--- src/isab_pkg.sv ---
package isab_pkg;

  // ----------------------------------------------------------------
  // timing
  // ----------------------------------------------------------------
  localparam int CLK_KHZ = 100000;
  localparam int SYSCLK_MIN_KHZ = 6000;
  localparam int SYSCLK_MAX_KHZ = 8330;
  // half period rounds up so the bus clock never passes its top rate
  localparam int SYSCLK_HALF_CYC =
    (CLK_KHZ + 2 * SYSCLK_MAX_KHZ - 1) / (2 * SYSCLK_MAX_KHZ);
  localparam int DIV_W = 4;
  localparam logic [DIV_W-1:0] DIV_LAST = DIV_W'(SYSCLK_HALF_CYC - 1);
  localparam logic [DIV_W-1:0] DIV_ZERO = 4'h0;

  // bus clocks of command time before ready is honoured
  localparam int WAIT_W = 3;
  localparam logic [WAIT_W-1:0] WAIT_16BIT = 3'h1;
  localparam logic [WAIT_W-1:0] WAIT_8BIT = 3'h4;
  localparam logic [WAIT_W-1:0] WAIT_ZERO = 3'h0;

  // ----------------------------------------------------------------
  // address layout
  // ----------------------------------------------------------------
  localparam int ADDR_W = 24;
  localparam int LA_HI = 23;
  localparam int LA_LO = 17;
  localparam int LA_W = LA_HI - LA_LO + 1;
  localparam int SA_HI = 19;
  localparam int SA_W = SA_HI + 1;
  localparam int IO_HI = 15;
  localparam int DATA_W = 16;
  localparam int FIFO_DEPTH = 16;

  // ----------------------------------------------------------------
  // types
  // ----------------------------------------------------------------
  typedef enum logic [2:0]
  {
    KIND_IO_RD = 3'h0,
    KIND_IO_WR = 3'h1,
    KIND_MEM_RD = 3'h2,
    KIND_MEM_WR = 3'h3,
    KIND_REFRESH = 3'h4
  } isab_kind_t;

  typedef struct packed
  {
    isab_kind_t kind;
    logic dma;
    logic fast;
    logic byte_hi;
    logic [ADDR_W-1:0] addr;
    logic [DATA_W-1:0] data;
  } isab_req_t;

  typedef struct packed
  {
    logic wide;
    logic [DATA_W-1:0] data;
  } isab_rsp_t;

  // pins that arrive from the bus and need synchronising
  typedef struct packed
  {
    logic master_n;
    logic iochk_n;
    logic iocs16_n;
    logic iochrdy;
    logic [DATA_W-1:0] sd;
  } isab_pin_t;

  localparam isab_pin_t PIN_IDLE = '{1'b1, 1'b1, 1'b1, 1'b1, 16'h0000};

endpackage

--- src/isab_fifo.sv ---
`timescale 1ns/100ps

module isab_fifo #(
  parameter int WIDTH = 8,
  parameter int DEPTH = 16
) (
  input wire logic clk,
  input wire logic nrst,
  input wire logic in_valid,
  output logic in_ready,
  input wire logic [WIDTH-1:0] in_data,
  output logic out_valid,
  input wire logic out_ready,
  output logic [WIDTH-1:0] out_data
);

  localparam int AW = $clog2(DEPTH);
  localparam logic [AW:0] CNT_FULL = (AW+1)'(DEPTH);
  localparam logic [AW-1:0] PTR_LAST = AW'(DEPTH - 1);

  logic [WIDTH-1:0] mem_q [DEPTH];
  logic [AW-1:0] wr_q, wr_d, rd_q, rd_d;
  logic [AW:0] cnt_q, cnt_d;
  logic rdy_q, rdy_d;
  logic push, pop;

  // ----------------------------------------------------------------
  // pointers and fill level
  // ----------------------------------------------------------------
  // ready is registered, so a full fifo refuses one cycle after filling
  always_comb
  begin
    push = in_valid && rdy_q;
    pop = out_valid && out_ready;
    wr_d = wr_q;
    rd_d = rd_q;
    cnt_d = cnt_q;
    if (push)
    begin
      wr_d = (wr_q == PTR_LAST) ? '0 : AW'(wr_q + 1'b1);
    end
    if (pop)
    begin
      rd_d = (rd_q == PTR_LAST) ? '0 : AW'(rd_q + 1'b1);
    end
    if (push && !pop)
    begin
      cnt_d = (AW+1)'(cnt_q + 1'b1);
    end
    else if (pop && !push)
    begin
      cnt_d = (AW+1)'(cnt_q - 1'b1);
    end
    rdy_d = (cnt_d != CNT_FULL);
  end

  always_ff @(posedge clk or negedge nrst)
  begin
    if (!nrst)
    begin
      wr_q <= '0;
      rd_q <= '0;
      cnt_q <= '0;
      rdy_q <= 1'b1;
    end
    else
    begin
      wr_q <= wr_d;
      rd_q <= rd_d;
      cnt_q <= cnt_d;
      rdy_q <= rdy_d;
    end
  end

  // storage has no reset; only written words are ever read
  always_ff @(posedge clk)
  begin
    if (push)
    begin
      mem_q[wr_q] <= in_data;
    end
  end

  assign in_ready = rdy_q;
  assign out_valid = (cnt_q != '0);
  assign out_data = mem_q[rd_q];

endmodule

--- src/isab_bridge.sv ---
`timescale 1ns/100ps

// Summary of operation
// - address enable high throughout dma cycles
// - address enable high on refresh, low in reset
// - latch strobe marks address and enables valid
// - upper address stable through latch strobe fall
// - latch strobe held for dma, master; low reset
// - bus clock output between 6 and 8.33 MHz
// - ready low extends cycle; never driven here
// - 16-bit select makes io access sixteen bits
// - channel check raises nmi when enabled
// - io read command, high in reset
// - io write command, high in reset
// - upper lines select 16 Mbyte memory space
// - upper lines floated for fast dma types
// - system address mirrors upper lines on memory
// - io cycles drive system address bits above 15 as zero
// - system address driven only when bus owned
// - system address floated for fast dma types
// - byte high enable marks upper lane transfer
module isab_bridge (
  input wire logic clk,
  input wire logic nrst,
  input wire logic req_valid,
  output logic req_ready,
  input wire isab_pkg::isab_req_t req,
  output logic rsp_valid,
  output isab_pkg::isab_rsp_t rsp,
  input wire logic nmi_en,
  input wire logic nmi_clr,
  output logic nmi,
  output logic sysclk,
  output logic bale,
  output logic aen,
  output logic sbhe_n_o,
  output logic sbhe_oe,
  output logic [isab_pkg::LA_W-1:0] la_o,
  output logic la_oe,
  output logic [isab_pkg::SA_W-1:0] sa_o,
  output logic sa_oe,
  output logic ior_n_o,
  output logic iow_n_o,
  output logic memr_n_o,
  output logic memw_n_o,
  output logic cmd_oe,
  output logic [isab_pkg::DATA_W-1:0] sd_o,
  output logic sd_oe,
  input wire logic [isab_pkg::DATA_W-1:0] sd_i,
  input wire logic iochrdy_i,
  input wire logic iocs16_n,
  input wire logic iochk_n,
  input wire logic master_n
);
  import isab_pkg::*;

  typedef enum logic [4:0]
  {
    ST_IDLE = 5'h01,
    ST_ADDR = 5'h02,
    ST_CMD = 5'h04,
    ST_WAIT = 5'h08,
    ST_END = 5'h10
  } isab_state_t;

  // ----------------------------------------------------------------
  // pin synchronisers
  // ----------------------------------------------------------------
  isab_pin_t pin_raw, sync0_q, sync1_q;

  assign pin_raw = '{master_n, iochk_n, iocs16_n, iochrdy_i, sd_i};

  // two stages; only sync1_q is looked at by the logic
  always_ff @(posedge clk or negedge nrst)
  begin
    if (!nrst)
    begin
      sync0_q <= PIN_IDLE;
      sync1_q <= PIN_IDLE;
    end
    else
    begin
      sync0_q <= pin_raw;
      sync1_q <= sync0_q;
    end
  end

  // ----------------------------------------------------------------
  // bus clock divider
  // ----------------------------------------------------------------
  logic [DIV_W-1:0] div_q, div_d;
  logic sysclk_q, sysclk_d;
  logic bus_edge;

  // toggle every half period; bus_edge marks each rising bus clock
  always_comb
  begin
    div_d = (div_q == DIV_LAST) ? DIV_ZERO : DIV_W'(div_q + 1'b1);
    sysclk_d = (div_q == DIV_LAST) ? !sysclk_q : sysclk_q;
    bus_edge = (div_q == DIV_LAST) && !sysclk_q;
  end

  always_ff @(posedge clk or negedge nrst)
  begin
    if (!nrst)
    begin
      div_q <= DIV_ZERO;
      sysclk_q <= 1'b0;
    end
    else
    begin
      div_q <= div_d;
      sysclk_q <= sysclk_d;
    end
  end

  // ----------------------------------------------------------------
  // posted request fifo
  // ----------------------------------------------------------------
  logic fifo_valid, fifo_pop;
  isab_req_t fifo_data;

  isab_fifo #(
    .WIDTH($bits(isab_req_t)),
    .DEPTH(FIFO_DEPTH)
  ) u_fifo (
    .clk(clk),
    .nrst(nrst),
    .in_valid(req_valid),
    .in_ready(req_ready),
    .in_data(req),
    .out_valid(fifo_valid),
    .out_ready(fifo_pop),
    .out_data(fifo_data)
  );

  // ----------------------------------------------------------------
  // cycle engine
  // ----------------------------------------------------------------
  isab_state_t st_q, st_d;
  isab_req_t cur_q, cur_d;
  logic [WAIT_W-1:0] wait_q, wait_d;
  logic wide_q, wide_d;
  logic bale_q, bale_d, aen_q, aen_d;
  logic sbhe_q, sbhe_d, addr_oe_q, addr_oe_d;
  logic own_q, own_d;
  logic [LA_W-1:0] la_q, la_d;
  logic [SA_W-1:0] sa_q, sa_d;
  logic ior_q, ior_d, iow_q, iow_d, memr_q, memr_d, memw_q, memw_d;
  logic [DATA_W-1:0] sd_q, sd_d;
  logic sd_oe_q, sd_oe_d;
  logic rsp_valid_q, rsp_valid_d;
  isab_rsp_t rsp_q, rsp_d;
  logic ext_master, is_io, is_wr;

  always_comb
  begin
    ext_master = !sync1_q.master_n;
    is_io = (cur_q.kind == KIND_IO_RD) || (cur_q.kind == KIND_IO_WR);
    is_wr = (fifo_data.kind == KIND_IO_WR) ||
      (fifo_data.kind == KIND_MEM_WR);
    st_d = st_q;
    cur_d = cur_q;
    wait_d = wait_q;
    wide_d = wide_q;
    bale_d = bale_q;
    aen_d = aen_q;
    sbhe_d = sbhe_q;
    addr_oe_d = addr_oe_q;
    own_d = own_q;
    la_d = la_q;
    sa_d = sa_q;
    ior_d = ior_q;
    iow_d = iow_q;
    memr_d = memr_q;
    memw_d = memw_q;
    sd_d = sd_q;
    sd_oe_d = sd_oe_q;
    rsp_valid_d = 1'b0;
    rsp_d = rsp_q;
    fifo_pop = 1'b0;
    unique case (st_q)
      ST_IDLE:
      begin
        // an outside master owns the bus: float and hold the strobe
        bale_d = ext_master;
        own_d = !ext_master;
        addr_oe_d = addr_oe_q && !ext_master;
        if (bus_edge && fifo_valid && !ext_master)
        begin
          fifo_pop = 1'b1;
          cur_d = fifo_data;
          st_d = ST_ADDR;
          bale_d = 1'b1;
          aen_d = fifo_data.dma || (fifo_data.kind == KIND_REFRESH);
          la_d = fifo_data.addr[LA_HI:LA_LO];
          sa_d = fifo_data.addr[SA_HI:0];
          if ((fifo_data.kind == KIND_IO_RD) ||
            (fifo_data.kind == KIND_IO_WR))
          begin
            sa_d[SA_HI:IO_HI+1] = '0;
          end
          // refresh never uses the upper lane
          sbhe_d = (fifo_data.kind == KIND_REFRESH) ||
            !fifo_data.byte_hi;
          addr_oe_d = !(fifo_data.dma && fifo_data.fast);
          sd_d = fifo_data.data;
          sd_oe_d = is_wr;
        end
      end
      ST_ADDR:
      begin
        if (bus_edge)
        begin
          // strobe falls, except on dma, with address still held, so receivers latch
          bale_d = cur_q.dma;
          ior_d = (cur_q.kind != KIND_IO_RD);
          iow_d = (cur_q.kind != KIND_IO_WR);
          memr_d = !((cur_q.kind == KIND_MEM_RD) ||
            (cur_q.kind == KIND_REFRESH));
          memw_d = (cur_q.kind != KIND_MEM_WR);
          wide_d = is_io ? !sync1_q.iocs16_n : 1'b1;
          wait_d = (is_io && sync1_q.iocs16_n) ? WAIT_8BIT : WAIT_16BIT;
          st_d = ST_CMD;
        end
      end
      ST_CMD:
      begin
        if (bus_edge)
        begin
          if (wait_q == WAIT_ZERO)
          begin
            st_d = ST_WAIT;
          end
          else
          begin
            wait_d = WAIT_W'(wait_q - 1'b1);
          end
        end
      end
      ST_WAIT:
      begin
        // ready sampled once per bus clock; low adds a wait state
        if (bus_edge && sync1_q.iochrdy)
        begin
          ior_d = 1'b1;
          iow_d = 1'b1;
          memr_d = 1'b1;
          memw_d = 1'b1;
          sd_oe_d = 1'b0;
          bale_d = 1'b0;
          aen_d = 1'b0;
          rsp_d = '{wide_q, sync1_q.sd};
          st_d = ST_END;
        end
      end
      ST_END:
      begin
        rsp_valid_d = 1'b1;
        st_d = ST_IDLE;
      end
      default:
      begin
        st_d = ST_IDLE;
      end
    endcase
  end

  // reset values: strobe and enable low, commands driven high
  always_ff @(posedge clk or negedge nrst)
  begin
    if (!nrst)
    begin
      st_q <= ST_IDLE;
      cur_q <= '0;
      wait_q <= WAIT_ZERO;
      wide_q <= 1'b0;
      bale_q <= 1'b0;
      aen_q <= 1'b0;
      sbhe_q <= 1'b1;
      addr_oe_q <= 1'b0;
      own_q <= 1'b1;
      la_q <= '0;
      sa_q <= '0;
      ior_q <= 1'b1;
      iow_q <= 1'b1;
      memr_q <= 1'b1;
      memw_q <= 1'b1;
      sd_q <= '0;
      sd_oe_q <= 1'b0;
      rsp_valid_q <= 1'b0;
      rsp_q <= '0;
    end
    else
    begin
      st_q <= st_d;
      cur_q <= cur_d;
      wait_q <= wait_d;
      wide_q <= wide_d;
      bale_q <= bale_d;
      aen_q <= aen_d;
      sbhe_q <= sbhe_d;
      addr_oe_q <= addr_oe_d;
      own_q <= own_d;
      la_q <= la_d;
      sa_q <= sa_d;
      ior_q <= ior_d;
      iow_q <= iow_d;
      memr_q <= memr_d;
      memw_q <= memw_d;
      sd_q <= sd_d;
      sd_oe_q <= sd_oe_d;
      rsp_valid_q <= rsp_valid_d;
      rsp_q <= rsp_d;
    end
  end

  // ----------------------------------------------------------------
  // channel check to nmi
  // ----------------------------------------------------------------
  logic nmi_q, nmi_d;

  // sticky; a new check in the clear cycle wins over the clear
  always_comb
  begin
    nmi_d = nmi_q;
    if (nmi_clr)
    begin
      nmi_d = 1'b0;
    end
    if (nmi_en && !sync1_q.iochk_n)
    begin
      nmi_d = 1'b1;
    end
  end

  always_ff @(posedge clk or negedge nrst)
  begin
    if (!nrst)
    begin
      nmi_q <= 1'b0;
    end
    else
    begin
      nmi_q <= nmi_d;
    end
  end

  // ----------------------------------------------------------------
  // outputs
  // ----------------------------------------------------------------
  assign sysclk = sysclk_q;
  assign bale = bale_q;
  assign aen = aen_q;
  assign sbhe_n_o = sbhe_q;
  assign sbhe_oe = own_q;
  assign la_o = la_q;
  assign la_oe = addr_oe_q;
  assign sa_o = sa_q;
  assign sa_oe = addr_oe_q;
  assign ior_n_o = ior_q;
  assign iow_n_o = iow_q;
  assign memr_n_o = memr_q;
  assign memw_n_o = memw_q;
  assign cmd_oe = own_q;
  assign sd_o = sd_q;
  assign sd_oe = sd_oe_q;
  assign rsp_valid = rsp_valid_q;
  assign rsp = rsp_q;
  assign nmi = nmi_q;

endmodule

--- config.mk ---
export PLATFORM = sky130hd
export DESIGN_NAME = isab_bridge
export DESIGN_NICKNAME = d
export VERILOG_FILES = /design/src/isab_pkg.sv /design/src/isab_fifo.sv /design/src/isab_bridge.sv
export SDC_FILE = /design/constraint.sdc
export NUM_CORES = 1
export LEC_CHECK = 0
export ABC_AREA = 1
export BUFFER_PORTS_ARGS = -buffer_cell sky130_fd_sc_hd__buf_2
export CAP_MARGIN = 25
export CORE_ASPECT_RATIO = 1.25
export CORE_MARGIN = 1
export CORE_UTILIZATION = 44
export CTS_CLUSTER_DIAMETER = 30
export DETAILED_ROUTE_END_ITERATION = 10
export PLACE_DENSITY = 0.59
export SYNTH_ARGS = -nofsm -noshare
export SYNTH_HDL_FRONTEND = slang
export SYNTH_SLANG_ARGS = --single-unit
--- constraint.sdc ---
create_clock -name clk -period 6.6 [get_ports clk]
set_input_delay 1.32 -clock clk [delete_from_list [all_inputs] [get_ports clk]]
set_output_delay 1.32 -clock clk [all_outputs]
set_load 0.02 [all_outputs]
### Yosys cells after proc, flatten, opt, wreduce, memory -nomap -nowiden

Memories as Yosys holds them, arrays and structs flattened.
Cells that the tools add are included.

* register bits: 144
* memories kept: 1
* bits in writable memories: 736
* output and inout port bits: 76

* multiplexer cells: 43
* add/subtract/negate cells: 6
* reduce and logical (&&, ||, !) cells: 45
* equality and inequality tests: 23

Memories
* u_fifo.mem_q: words 16, bits a word 46, read ports 1, clocked after memory_dff 0, wr ports 1, line isab_fifo.sv:21 `logic [WIDTH-1:0] mem_q [DEPTH];`

Operator list (count)
* $mux 5: 7
* $pmux 5 s4: 1
* $mux 1: 19
* $mux 4: 4
* $add 4x1->4 const B: 3
* $logic_and 1x1->1: 12
* $mux 3: 4
* $ne 2x2->1 const B: 6
* $pmux 1 s2: 6
* $logic_not 1->1: 9
* $logic_not 3->1: 3
* $reduce_and 3->1: 3
* $eq 4x4->1 const B: 2
* $reduce_bool 2->1: 4
* $eq 3x1->1 const B: 2
* $eq 3x2->1 const B: 2
* $eq 3x3->1 const B: 2
* $logic_or 1x1->1: 6
* $pmux 3 s2: 1
* $reduce_and 2->1: 3
* $reduce_bool 3->1: 2
* $add 5x1->5 const B: 1
* $eq 5x1->1 const B: 1
* $eq 5x2->1 const B: 1
* 13 further kinds: 13

### Logic depth before layout (Yosys ltp)

Gate-level depths: netlist (run 1).

* word-level depth: 11
* depth in mapped cells: 14

### By module

From an unflattened synthesis (run 1), not the netlist that was laid out.

* cells, all modules: 2666
* area total of the unflattened synthesis: 34185.3 µm²

Modules (own cells, without submodules)
* isab_fifo: cells each 2187, area each 29329.4 µm², times used 1
* isab_bridge: cells each 479, area each 4855.9 µm², times used 1

### Worst setup path after synthesis (run 1)

No wires, ideal clock.

* path type: input to register
* start: input req_valid
* end: memory u_fifo.mem_q[3][0] (netlist name), enable pin
* stages on the path: 2
* slack: 1.396 ns
* arrival: 4.698 ns
* data required time: 6.094 ns
* cell sequence: nand2_1 -> nor3_1

* longest elaborated chain between the ends: 3

RTL lines
* start, declared: line isab_bridge.sv:25 `input wire logic req_valid,`
* $logic_and 1x1->1: line isab_fifo.sv:33 `push = in_valid && rdy_q;`
* $mux 1: line isab_fifo.sv:78 `if (push)`
* $mux 1 (not written as such): line isab_fifo.sv:80 `mem_q[wr_q] <= in_data;`
* end, declared: line isab_fifo.sv:21

Every way passes these cells.

### Worst setup path after layout (run 1)

* start: input req_valid
* end: memory u_fifo.mem_q[6][5] (netlist name), enable pin

The elaborated chain is that of the path after synthesis.

==> impl_metrics.env, run 1 <==
export IMPL_die_x_um=251
export IMPL_wl_per_cell_um=21.8
export IMPL_endpoint_kind="flip-flop"
export IMPL_vias=21700
export IMPL_seq_area_frac_synth_pct=75.2
export IMPL_utilization_pct=53.3
export IMPL_critical_path_top_delay_family="simple AND/OR/NAND/NOR gates"
export IMPL_nNetsFinal=2868
export IMPL_clock_sinks=880
export IMPL_path_max_fanout=24
export IMPL_io_pins=147
export IMPL_path_cells="buf_2 > nand2_1 > clkinv_1 > nand2_1 > nor2_4 > buf_4"
export IMPL_synthCells=2620
export IMPL_crit_required_ps=6950
export IMPL_cp_slowest_cell="nor2_4"
export IMPL_numCtsBuffers=142
export IMPL_layout_common_cells="edfxtp_1, nor2_1, o21ai_0"
export IMPL_worstMarginPinSlew_ps=1080
export IMPL_drv_slew=0
export IMPL_synth_seq_cells=880
export IMPL_cts_setup_buffers=0
export IMPL_muxShareOfSynthArea_pct=0.527
export IMPL_fmax_mhz=295
export IMPL_drt_iter0_markers=1809
export IMPL_crit_buf_inv=3
export IMPL_setup_ws_ps=3220
export IMPL_n_fill_cell=6317
export IMPL_power_density_mw_per_mm2=460
export IMPL_place_worst_setup_slack_ps=2440
export IMPL_syn_num_nets=2701
export IMPL_synth_avg_cell_area_um2=13.0
export IMPL_antenna_found_initial=3
export IMPL_critPathKind="in -> reg"
export IMPL_vias_per_cell=5.50
export IMPL_finalSetupViolCount=0
export IMPL_dieHeight_um=314
export IMPL_clkLatencyLatePin_ps=720
export IMPL_synth_compound_area_share_pct=10.7
export IMPL_synth_edf_count=736
export IMPL_hold_class="reg -> reg"
export IMPL_cts_max_level=4
export IMPL_crit_top_cell="nand2_1"
export IMPL_yosysWarnings=0
export IMPL_synth_simple_area_share_pct=9.84
export IMPL_synth_async_reset_ratio_pct=16.4
export IMPL_rsz0062_at_grt="no"
export IMPL_cts_buffer_depth=3
export IMPL_fin_tns_setup_ps=0
export IMPL_grt_overflow=0
export IMPL_critPathLaunchType="primary input"
export IMPL_grt_pass1_vias=22000
export IMPL_area_growth_pct=19.2
export IMPL_gp_congestion=0.796
export IMPL_grt_max_degree=219
export IMPL_fin_crit_sh_pct=51.3
export IMPL_wl_um=85800
export IMPL_fin_crit_ps=3380
export IMPL_max_stage_delay_ps=840
export IMPL_ys_flop_type="edfxtp_1"
export IMPL_final_common_cell="edfxtp_1"
export IMPL_core_area_mm2=0.0765
export IMPL_dp_hpwl_um=46000
export IMPL_portBuffers=146
export IMPL_clkTransAtPathRegs_ps=50
export IMPL_finalHoldViolCount=0
export IMPL_start_util_pct=44.7
export IMPL_postCtsResizedCells=0
export IMPL_status="complete, no violations"
export IMPL_drc_errors=0
export IMPL_fin_skew_ps=32.9
export IMPL_yosys_area_share_adder_pct=0.366
export IMPL_hold_buffers=0
export IMPL_grt_usage_pct=21.8
export IMPL_arrival_ps=3730
export IMPL_maxCapViolCount=0
export IMPL_antenna_left=0
export IMPL_row_count=113
export IMPL_drive_gt1_share_pct=16.7
export IMPL_first_pass_iters=7
export IMPL_synth_top_family_by_area="compound AO/OA/AOI/OAI gates"
export IMPL_synthDistinctLibCells=44
export IMPL_synth_xor_area_share_pct=0.256
export IMPL_dieArea_mm2=0.0788
export IMPL_cts_root_buf="clkbuf_16"
export IMPL_cts_tree="done"
export IMPL_grt_pass1_wl_um=130000
export IMPL_ir_drop_mv=0.288
export IMPL_syn_area_mm2=0.0342
export IMPL_relSlewSlack_pct=27.9
export IMPL_leakagePower_nw=14.6
==> cells in the mapped netlist, types with 3 or more instances <==
master / instances / area (um2)
o21ai_1: 30 / 150
o22ai_1: 89 / 557
nor2_1: 517 / 1940
a21oi_1: 58 / 290
inv_2: 7 / 26.3
buf_4: 22 / 165
nand3_1: 63 / 315
nor2_2: 6 / 37.5
clkbuf_1: 57 / 214
mux2_2: 8 / 90.1
buf_2: 69 / 345
nand2_1: 221 / 830
a31oi_1: 37 / 231
buf_1: 3 / 11.3
dfstp_2: 16 / 420
ha_1: 10 / 125
nor2_4: 3 / 33.8
dfrtp_1: 128 / 3200
o211ai_1: 78 / 586
xor2_1: 10 / 87.6
nand4_1: 5 / 31.3
o21ai_0: 346 / 1730
buf_6: 8 / 90.1
edfxtp_1: 736 / 22100
o31ai_1: 3 / 22.5
a21o_1: 3 / 22.5
inv_1: 53 / 199
nor3_1: 4 / 20.0
mux2_1: 8 / 90.1
==> power breakdown <==
group	total (mW)	switching (mW)	leakage (nW)	internal, mW
sequential	7.09	0.366	8.37	6.73
clock	7.48	2.62	2.37	4.87
combinational	4.16	2.97	3.84	1.20
total	18.7	5.95	14.6	12.8
==> per-layer routing <==
layer	global-route usage (%)	routed length, um
met2	37.5	43500
met3	4.30	5240
met1	27.7	35200
met5	0	13
met4	7.23	1840
==> path summary, 6_finish.rpt <==
path,from,end,slack [ps],depth (start not counted)
max,req_valid,u_fifo.mem_q[6][5],3220,6
min,sync0_q[6],sync1_q[6],340,0
max reg2reg,u_fifo.cnt_q[0],sd_o[10],3270,11
min reg2reg,sync0_q[6],sync1_q[6],340,0
max in group asynchronous,nrst,sync0_q[13],4470,2
min in group asynchronous,nrst,sa_o[18],700,1
==> cell families (layout without fill, tap and decap cells) <==
logic type	after synthesis	in the layout
AO/OA/AOI/OAI	651	651
XOR/XNOR	10	10
adder cells (fa/ha/maj)	10	10
buffers and inverters	221	505
flip-flops	880	880
multiplexers	16	16
other	0	2
AND/OR/NAND/NOR	832	832
==> state kept, by name, indices dropped and copies added (netlist names), 3 cells and up <==
signal        cells
cur_q             4
div_q             4
la_o              7
rsp              17
sa_o             20
sd_o             16
st_q              5
sync0_q          20
sync1_q          20
u_fifo.cnt_q      5
u_fifo.mem_q    736
u_fifo.rd_q       4
u_fifo.wr_q       4
wait_q            3
==> metrics by stage <==
stage	instance area [um2]	power (mW)	hold WS, ps	instances
floorplan	34200	10.0	331	2620
global placement	35800	11.3	333	3676
detailed placement	35800	11.4	336	3677
CTS	40700	18.9	346	3938
global route	40800	19.6	358	3941
finish	40800	18.7	343	3941
==> area by class of cell <==
class | count | area, um2 | share of cell area (%)
timing repair buffer | 182 | 1080 | 2.64
clock inverter | 83 | 1010 | 2.47
multi-input combinational | 1519 | 7520 | 18.5
inverter | 62 | 243 | 0.596
clock buffer | 178 | 3870 | 9.51
tap | 1035 | 1290 | 3.18
sequential | 880 | 25700 | 63.1
antenna | 2 | 5.00 | 0.0123
(Power assumes the default switching activity.)
==> run 2, diff against run 1 <==
- clock period: 6.6 -> 3.4 ns (I/O delays scaled with it)
==> run 2 against run 1 <==
Against the previous run: critical path depth decreased by 1; register-to-register slack worse by 2300 ps; clock-buffer cell count rose by 10; sequential power is 92% higher; critical path type is now reg -> reg; clock power up 91%; first-iteration DRC count rose by 8.8%; cell count is 0.63% higher; non-clock buffer count up 18; worst setup slack lost 2200 ps; design area rose by 0.87%; core utilization grew 0.46 points; total power increased by 94%.
==> impl_metrics.env, run 2 (synthesis results as in run 1) <==
export IMPL_drc_errors=0
export IMPL_io_pins=147
export IMPL_finalSetupViolCount=0
export IMPL_clkLatencyLatePin_ps=740
export IMPL_leakagePower_nw=14.7
export IMPL_critPathKind="reg -> reg"
export IMPL_nNetsFinal=2890
export IMPL_clock_sinks=880
export IMPL_arrival_ps=2830
export IMPL_multi_input_area_mm2=0.00752
export IMPL_gp_congestion=0.751
export IMPL_grt_pass1_vias=21900
export IMPL_numCtsBuffers=146
export IMPL_drv_slew=0
export IMPL_min_from="sd_i[8]"
export IMPL_seq_area_mm2=0.0257
export IMPL_cts_tree="done"
export IMPL_path_max_fanout=29
export IMPL_antenna_found_initial=6
export IMPL_cts_max_level=4
export IMPL_utilization_pct=53.8
export IMPL_n_fill_cell=6309
export IMPL_first_pass_iters=5
export IMPL_ir_drop_mv=0.524
export IMPL_grt_pass1_wl_um=131000
export IMPL_rsz0062_at_grt="no"
export IMPL_hold_buffers=1
export IMPL_grt_overflow=0
export IMPL_r2r_start="u_fifo.in_ready"
export IMPL_critPathLaunchType="flip-flop"
export IMPL_fin_crit_sh_pct=71.4
export IMPL_dieHeight_um=314
export IMPL_crit_required_ps=3800
export IMPL_drive_gt1_share_pct=17.2
export IMPL_maxCapViolCount=0
export IMPL_drt_iter0_markers=1968
export IMPL_area_growth_pct=20.3
export IMPL_clkTransAtPathRegs_ps=40
export IMPL_grt_max_degree=222
export IMPL_cts_setup_buffers=0
export IMPL_core_area_mm2=0.0765
export IMPL_dieArea_mm2=0.0788
export IMPL_wl_um=85300
export IMPL_finalHoldViolCount=0
export IMPL_largest_register_ffs=736
export IMPL_vias=21700
export IMPL_cts_buffer_depth=3
export IMPL_row_count=113
export IMPL_die_x_um=251
export IMPL_fmax_mhz=412
export IMPL_cts_root_buf="clkbuf_16"
export IMPL_status="complete, no violations"
export IMPL_endpoint_kind="flip-flop"
export IMPL_fin_skew_ps=28.2
export IMPL_dp_hpwl_um=44000
export IMPL_hold_class="in -> reg"
export IMPL_portBuffers=146
export IMPL_worstMarginPinSlew_ps=1120
export IMPL_power_density_mw_per_mm2=884
export IMPL_relSlewSlack_pct=25.4
export IMPL_postCtsResizedCells=0
export IMPL_fin_crit_ps=2430
export IMPL_start_util_pct=44.7
export IMPL_fin_cells=3966
export IMPL_grt_usage_pct=21.9
export IMPL_layout_common_cells="edfxtp_1, nor2_1, o21ai_0"
export IMPL_final_common_cell="edfxtp_1"
export IMPL_wl_per_cell_um=21.5
export IMPL_crit_start="u_fifo.in_ready"
export IMPL_largest_register="u_fifo.mem_q"
export IMPL_antenna_left=0
export IMPL_placed_cells=3695
export IMPL_vias_per_cell=5.48
==> run 2: changes by cell type in the layout (fill, tap and decap cells not counted), sizes merged <==
| cell | previous run | this run |
|---|---|---|
| clkinvlp | 9 | 11 |
| clkinv | 33 | 50 |
| clkbuf | 178 | 188 |
| dlygate4sd3 | 0 | 1 |
| buf | 182 | 199 |
| bufinv | 17 | 11 |
| inv | 86 | 70 |
==> run 2: critical path, stage by stage (launching register included) <==
cell	delay, ps
dfstp_2	520
nand2_1	250
clkinv_1	280
nand2_1	290
nor2_4	440
buf_12	300
==> run 2: layout make-up <==
cell class	count	area share, %
diodes	2	0.0122
repair buffers	200	3.52
well taps	1035	3.15
clock buffers	188	9.64
multi-input cells	1519	18.3
clock inverters	80	2.21
flip-flops and latches	880	62.6
inverters	62	0.590
==> run 2: worst paths after layout <==
kind                                        to  slack (ps)  cells past startpoint
max                        u_fifo.mem_q[2][39]         970                      5
min                                 sync0_q[8]          50                      1
max reg2reg                u_fifo.mem_q[2][39]         970                      5
min reg2reg                         sync1_q[0]         340                      0
max in group asynchronous       u_fifo.rd_q[1]        2130                      3
min in group asynchronous              rsp[14]         400                      2
==> run 2: per-stage QoR <==
step	TNS, ps	instance area [um2]	hold WS [ps]	setup slack (ps)	total power [mW]
floorplan	-107120	34200	331	-1160	19.5
detailed placement	0	36200	336	662	22.2
CTS	0	41100	11.5	944	36.6
global placement	0	36200	333	720	22.0
finish	0	41100	54.7	971	36.3
global route	0	41100	22.7	833	38.1
==> run 2: power by group <==
part	switching [mW]	leakage, nW	total (mW)	internal (mW)
sequential	0.576	8.37	13.6	13.1
combinational	5.92	4.00	8.39	2.47
clock	5.18	2.36	14.3	9.14
total	11.7	14.7	36.3	24.7
==> run 2: routing by layer <==
layer  GRT usage (%)  routed length, um  up-vias
met5               0                 42        -
met1            28.5              35800    10900
met4            7.51               2020        6
met3            4.46               5230      162
li1                -                  -     9921
met2            36.6              42200      763
==> run 3, diff against run 2 <==
- clock period: 3.4 -> 2.5 ns (I/O delays scaled with it)
==> run 3 against run 2 <==
Against the previous run: via count grew 1.8%; sequential share of layout area down 1.2 points; worst setup slack worse by 700 ps; non-clock buffer count rose by 57; sequential power increased by 36%; core utilization increased by 1.1 points; die area stayed put; critical path type unchanged; largest power group unchanged; highest routed layer unchanged.
==> impl_metrics.env, run 3 (synthesis results as in run 1) <==
export IMPL_min_from="nmi_en"
export IMPL_dieArea_mm2=0.0788
export IMPL_die_x_um=251
export IMPL_worstRegToRegCells=6
export IMPL_r2r_slack_ps=270
export IMPL_power_frac_clock_pct=39.7
export IMPL_leakagePower_nw=15.1
export IMPL_antenna_left=0
export IMPL_placed_area_mm2=0.0367
export IMPL_r2r_start="u_fifo.rd_q[0]"
export IMPL_cts_root_buf="clkbuf_16"
export IMPL_drt_iter0_markers=1954
export IMPL_endpoint_kind="flip-flop"
export IMPL_rsz0062_at_grt="no"
export IMPL_critPathLaunchType="flip-flop"
export IMPL_worstMarginPinSlew_ps=815
export IMPL_fin_skew_ps=30.8
export IMPL_first_pass_iters=5
export IMPL_postCtsResizedCells=0
export IMPL_vias_per_cell=5.50
export IMPL_portBuffers=146
export IMPL_combPwrFrac_pct=23.6
export IMPL_grt_max_degree=161
export IMPL_numCtsBuffers=146
export IMPL_gp_congestion=0.765
export IMPL_dp_hpwl_um=48700
export IMPL_power_density_mw_per_mm2=1200
export IMPL_fmax_mhz=448
export IMPL_critPathKind="reg -> reg"
export IMPL_antenna_found_initial=6
export IMPL_clkTransAtPathRegs_ps=50
export IMPL_grt_pass1_wl_um=135000
export IMPL_io_pins=147
export IMPL_fin_cells=4024
export IMPL_grt_pass1_vias=22300
export IMPL_status="complete, no violations"
export IMPL_r2r_end="sd_o[4]"
export IMPL_fin_tns_setup_ps=0
export IMPL_drv_slew=0
export IMPL_layout_common_cells="edfxtp_1, nor2_1, o21ai_0"
export IMPL_internal_power_mw=34.3
export IMPL_relSlewSlack_pct=45.7
export IMPL_nNetsFinal=2947
export IMPL_final_common_cell="edfxtp_1"
export IMPL_start_util_pct=44.7
export IMPL_clock_sinks=880
export IMPL_grt_usage_pct=22.8
export IMPL_maxCapViolCount=0
export IMPL_stdcell_area_mm2=0.0419
export IMPL_cts_buffer_depth=3
export IMPL_cts_max_level=4
export IMPL_path_max_fanout=70
export IMPL_largest_register_ffs=736
export IMPL_hold_depth=3
export IMPL_fin_crit_ps=2230
export IMPL_area_growth_pct=22.6
export IMPL_crit_required_ps=3110
export IMPL_fin_crit_sh_pct=89.3
export IMPL_finalSetupViolCount=0
export IMPL_cts_setup_buffers=0
export IMPL_vias=22100
export IMPL_finalHoldViolCount=0
export IMPL_drc_errors=0
export IMPL_drive_gt1_share_pct=18.5
export IMPL_row_count=113
export IMPL_grt_overflow=0
export IMPL_cts_tree="done"
export IMPL_hold_class="in -> reg"
export IMPL_ir_drop_mv=0.815
export IMPL_switching_share_pct=31.8
export IMPL_largest_register="u_fifo.mem_q"
export IMPL_hold_path_end="nmi"
export IMPL_core_area_mm2=0.0765
export IMPL_dieHeight_um=314
export IMPL_arrival_ps=2850
export IMPL_wl_um=89300
export IMPL_placed_cells=3731
export IMPL_seqPwrFrac_pct=36.8
export IMPL_wl_per_cell_um=22.2
export IMPL_p_switching_mw=16.0
export IMPL_clkLatencyLatePin_ps=710
-- run 3: cell types whose count changed in the layout (fill, tap and decap cells not counted), moves of 3 or more --
| cell | before | now |
|---|---|---|
| clkbuf_8 | 13 | 7 |
| inv_6 | 5 | 17 |
| inv_16 | 5 | 1 |
| clkinvlp_4 | 11 | 19 |
| buf_12 | 24 | 39 |
| buf_4 | 29 | 50 |
| clkinv_2 | 25 | 22 |
| bufinv_16 | 11 | 14 |
| clkinv_8 | 5 | 2 |
| clkbuf_16 | 147 | 152 |
| clkbuf_1 | 28 | 18 |
| dlygate4sd3_1 | 1 | 22 |
-- run 3: critical path, stage by stage, from the launching register on --
cell and delay [ps]:
dfrtp_4 460, buf_12 260, buf_4 630, o21ai_0 210, o22ai_1 220, o211ai_1 110, a31oi_1 190
-- run 3: stage by stage --
step / hold slack [ps] / setup slack (ps) / power [mW] / utilization (%)
6_report: 77.8 / 268 / 50.3 / 54.8
5_1_grt: 43.3 / 59.5 / 52.7 / 54.8
4_1_cts: 7.44 / 266 / 50.7 / 54.8
3_5_place_dp: 336 / 288 / 30.6 / 48.0
3_3_place_gp: 334 / 333 / 30.3 / 48.0
2_1_floorplan: 204 / -582 / 26.5 / -
-- run 3: final cells by class --
type	instances	area, um2
Clock inverter	93	1030
Sequential cell	880	25700
Multi-Input combinational cell	1519	7530
Clock buffer	177	3970
Tap cell	1035	1290
Timing Repair Buffer	257	2110
Fill cell	6143	34600
Antenna cell	1	2.50
Inverter	62	243
-- run 3: how the worst max path moves through the flow --
stage	start	endpoint	slack, ps	cells after the start
2_1_floorplan	u_fifo.in_ready	u_fifo.mem_q[11][0]	-580	2
3_3_place_gp	u_fifo.rd_q[0]	sd_o[4]	330	8
3_5_place_dp	u_fifo.rd_q[0]	sd_o[4]	290	8
4_1_cts	u_fifo.rd_q[0]	sa_o[5]	270	8
5_1_grt	u_fifo.rd_q[0]	sd_o[4]	60	8
6_report	u_fifo.rd_q[0]	sd_o[4]	270	6
-- run 3: timing repair --
action | 4_1_cts | 5_1_grt
setup endpoints to repair | 0 | 0
endpoints found under the hold margin | 65 | 0
hold buffers | 22 | 0
-- run 3: layer usage --
| layer | track usage [%] | vias to the layer above | wire, um | share of wire, % |
|---|---|---|---|---|
| met5 | 0 | - | 75 | 0.084 |
| met4 | 9.10 | 10 | 2620 | 2.9 |
| met3 | 4.41 | 176 | 5120 | 5.7 |
| met2 | 39.6 | 776 | 45500 | 51 |
| met1 | 28.1 | 11100 | 35900 | 40 |
| li1 | - | 10000 | - | - |
-- run 3: power groups by stage --
stage	Sequential, mW	Combinational (mW)	Clock, mW
3_3_place_gp	18.7	11.6	0
6_report	18.5	11.9	20.0
5_1_grt	18.6	13.1	20.9
3_5_place_dp	18.8	11.9	0
4_1_cts	18.5	11.9	20.3
2_1_floorplan	19.0	7.51	0
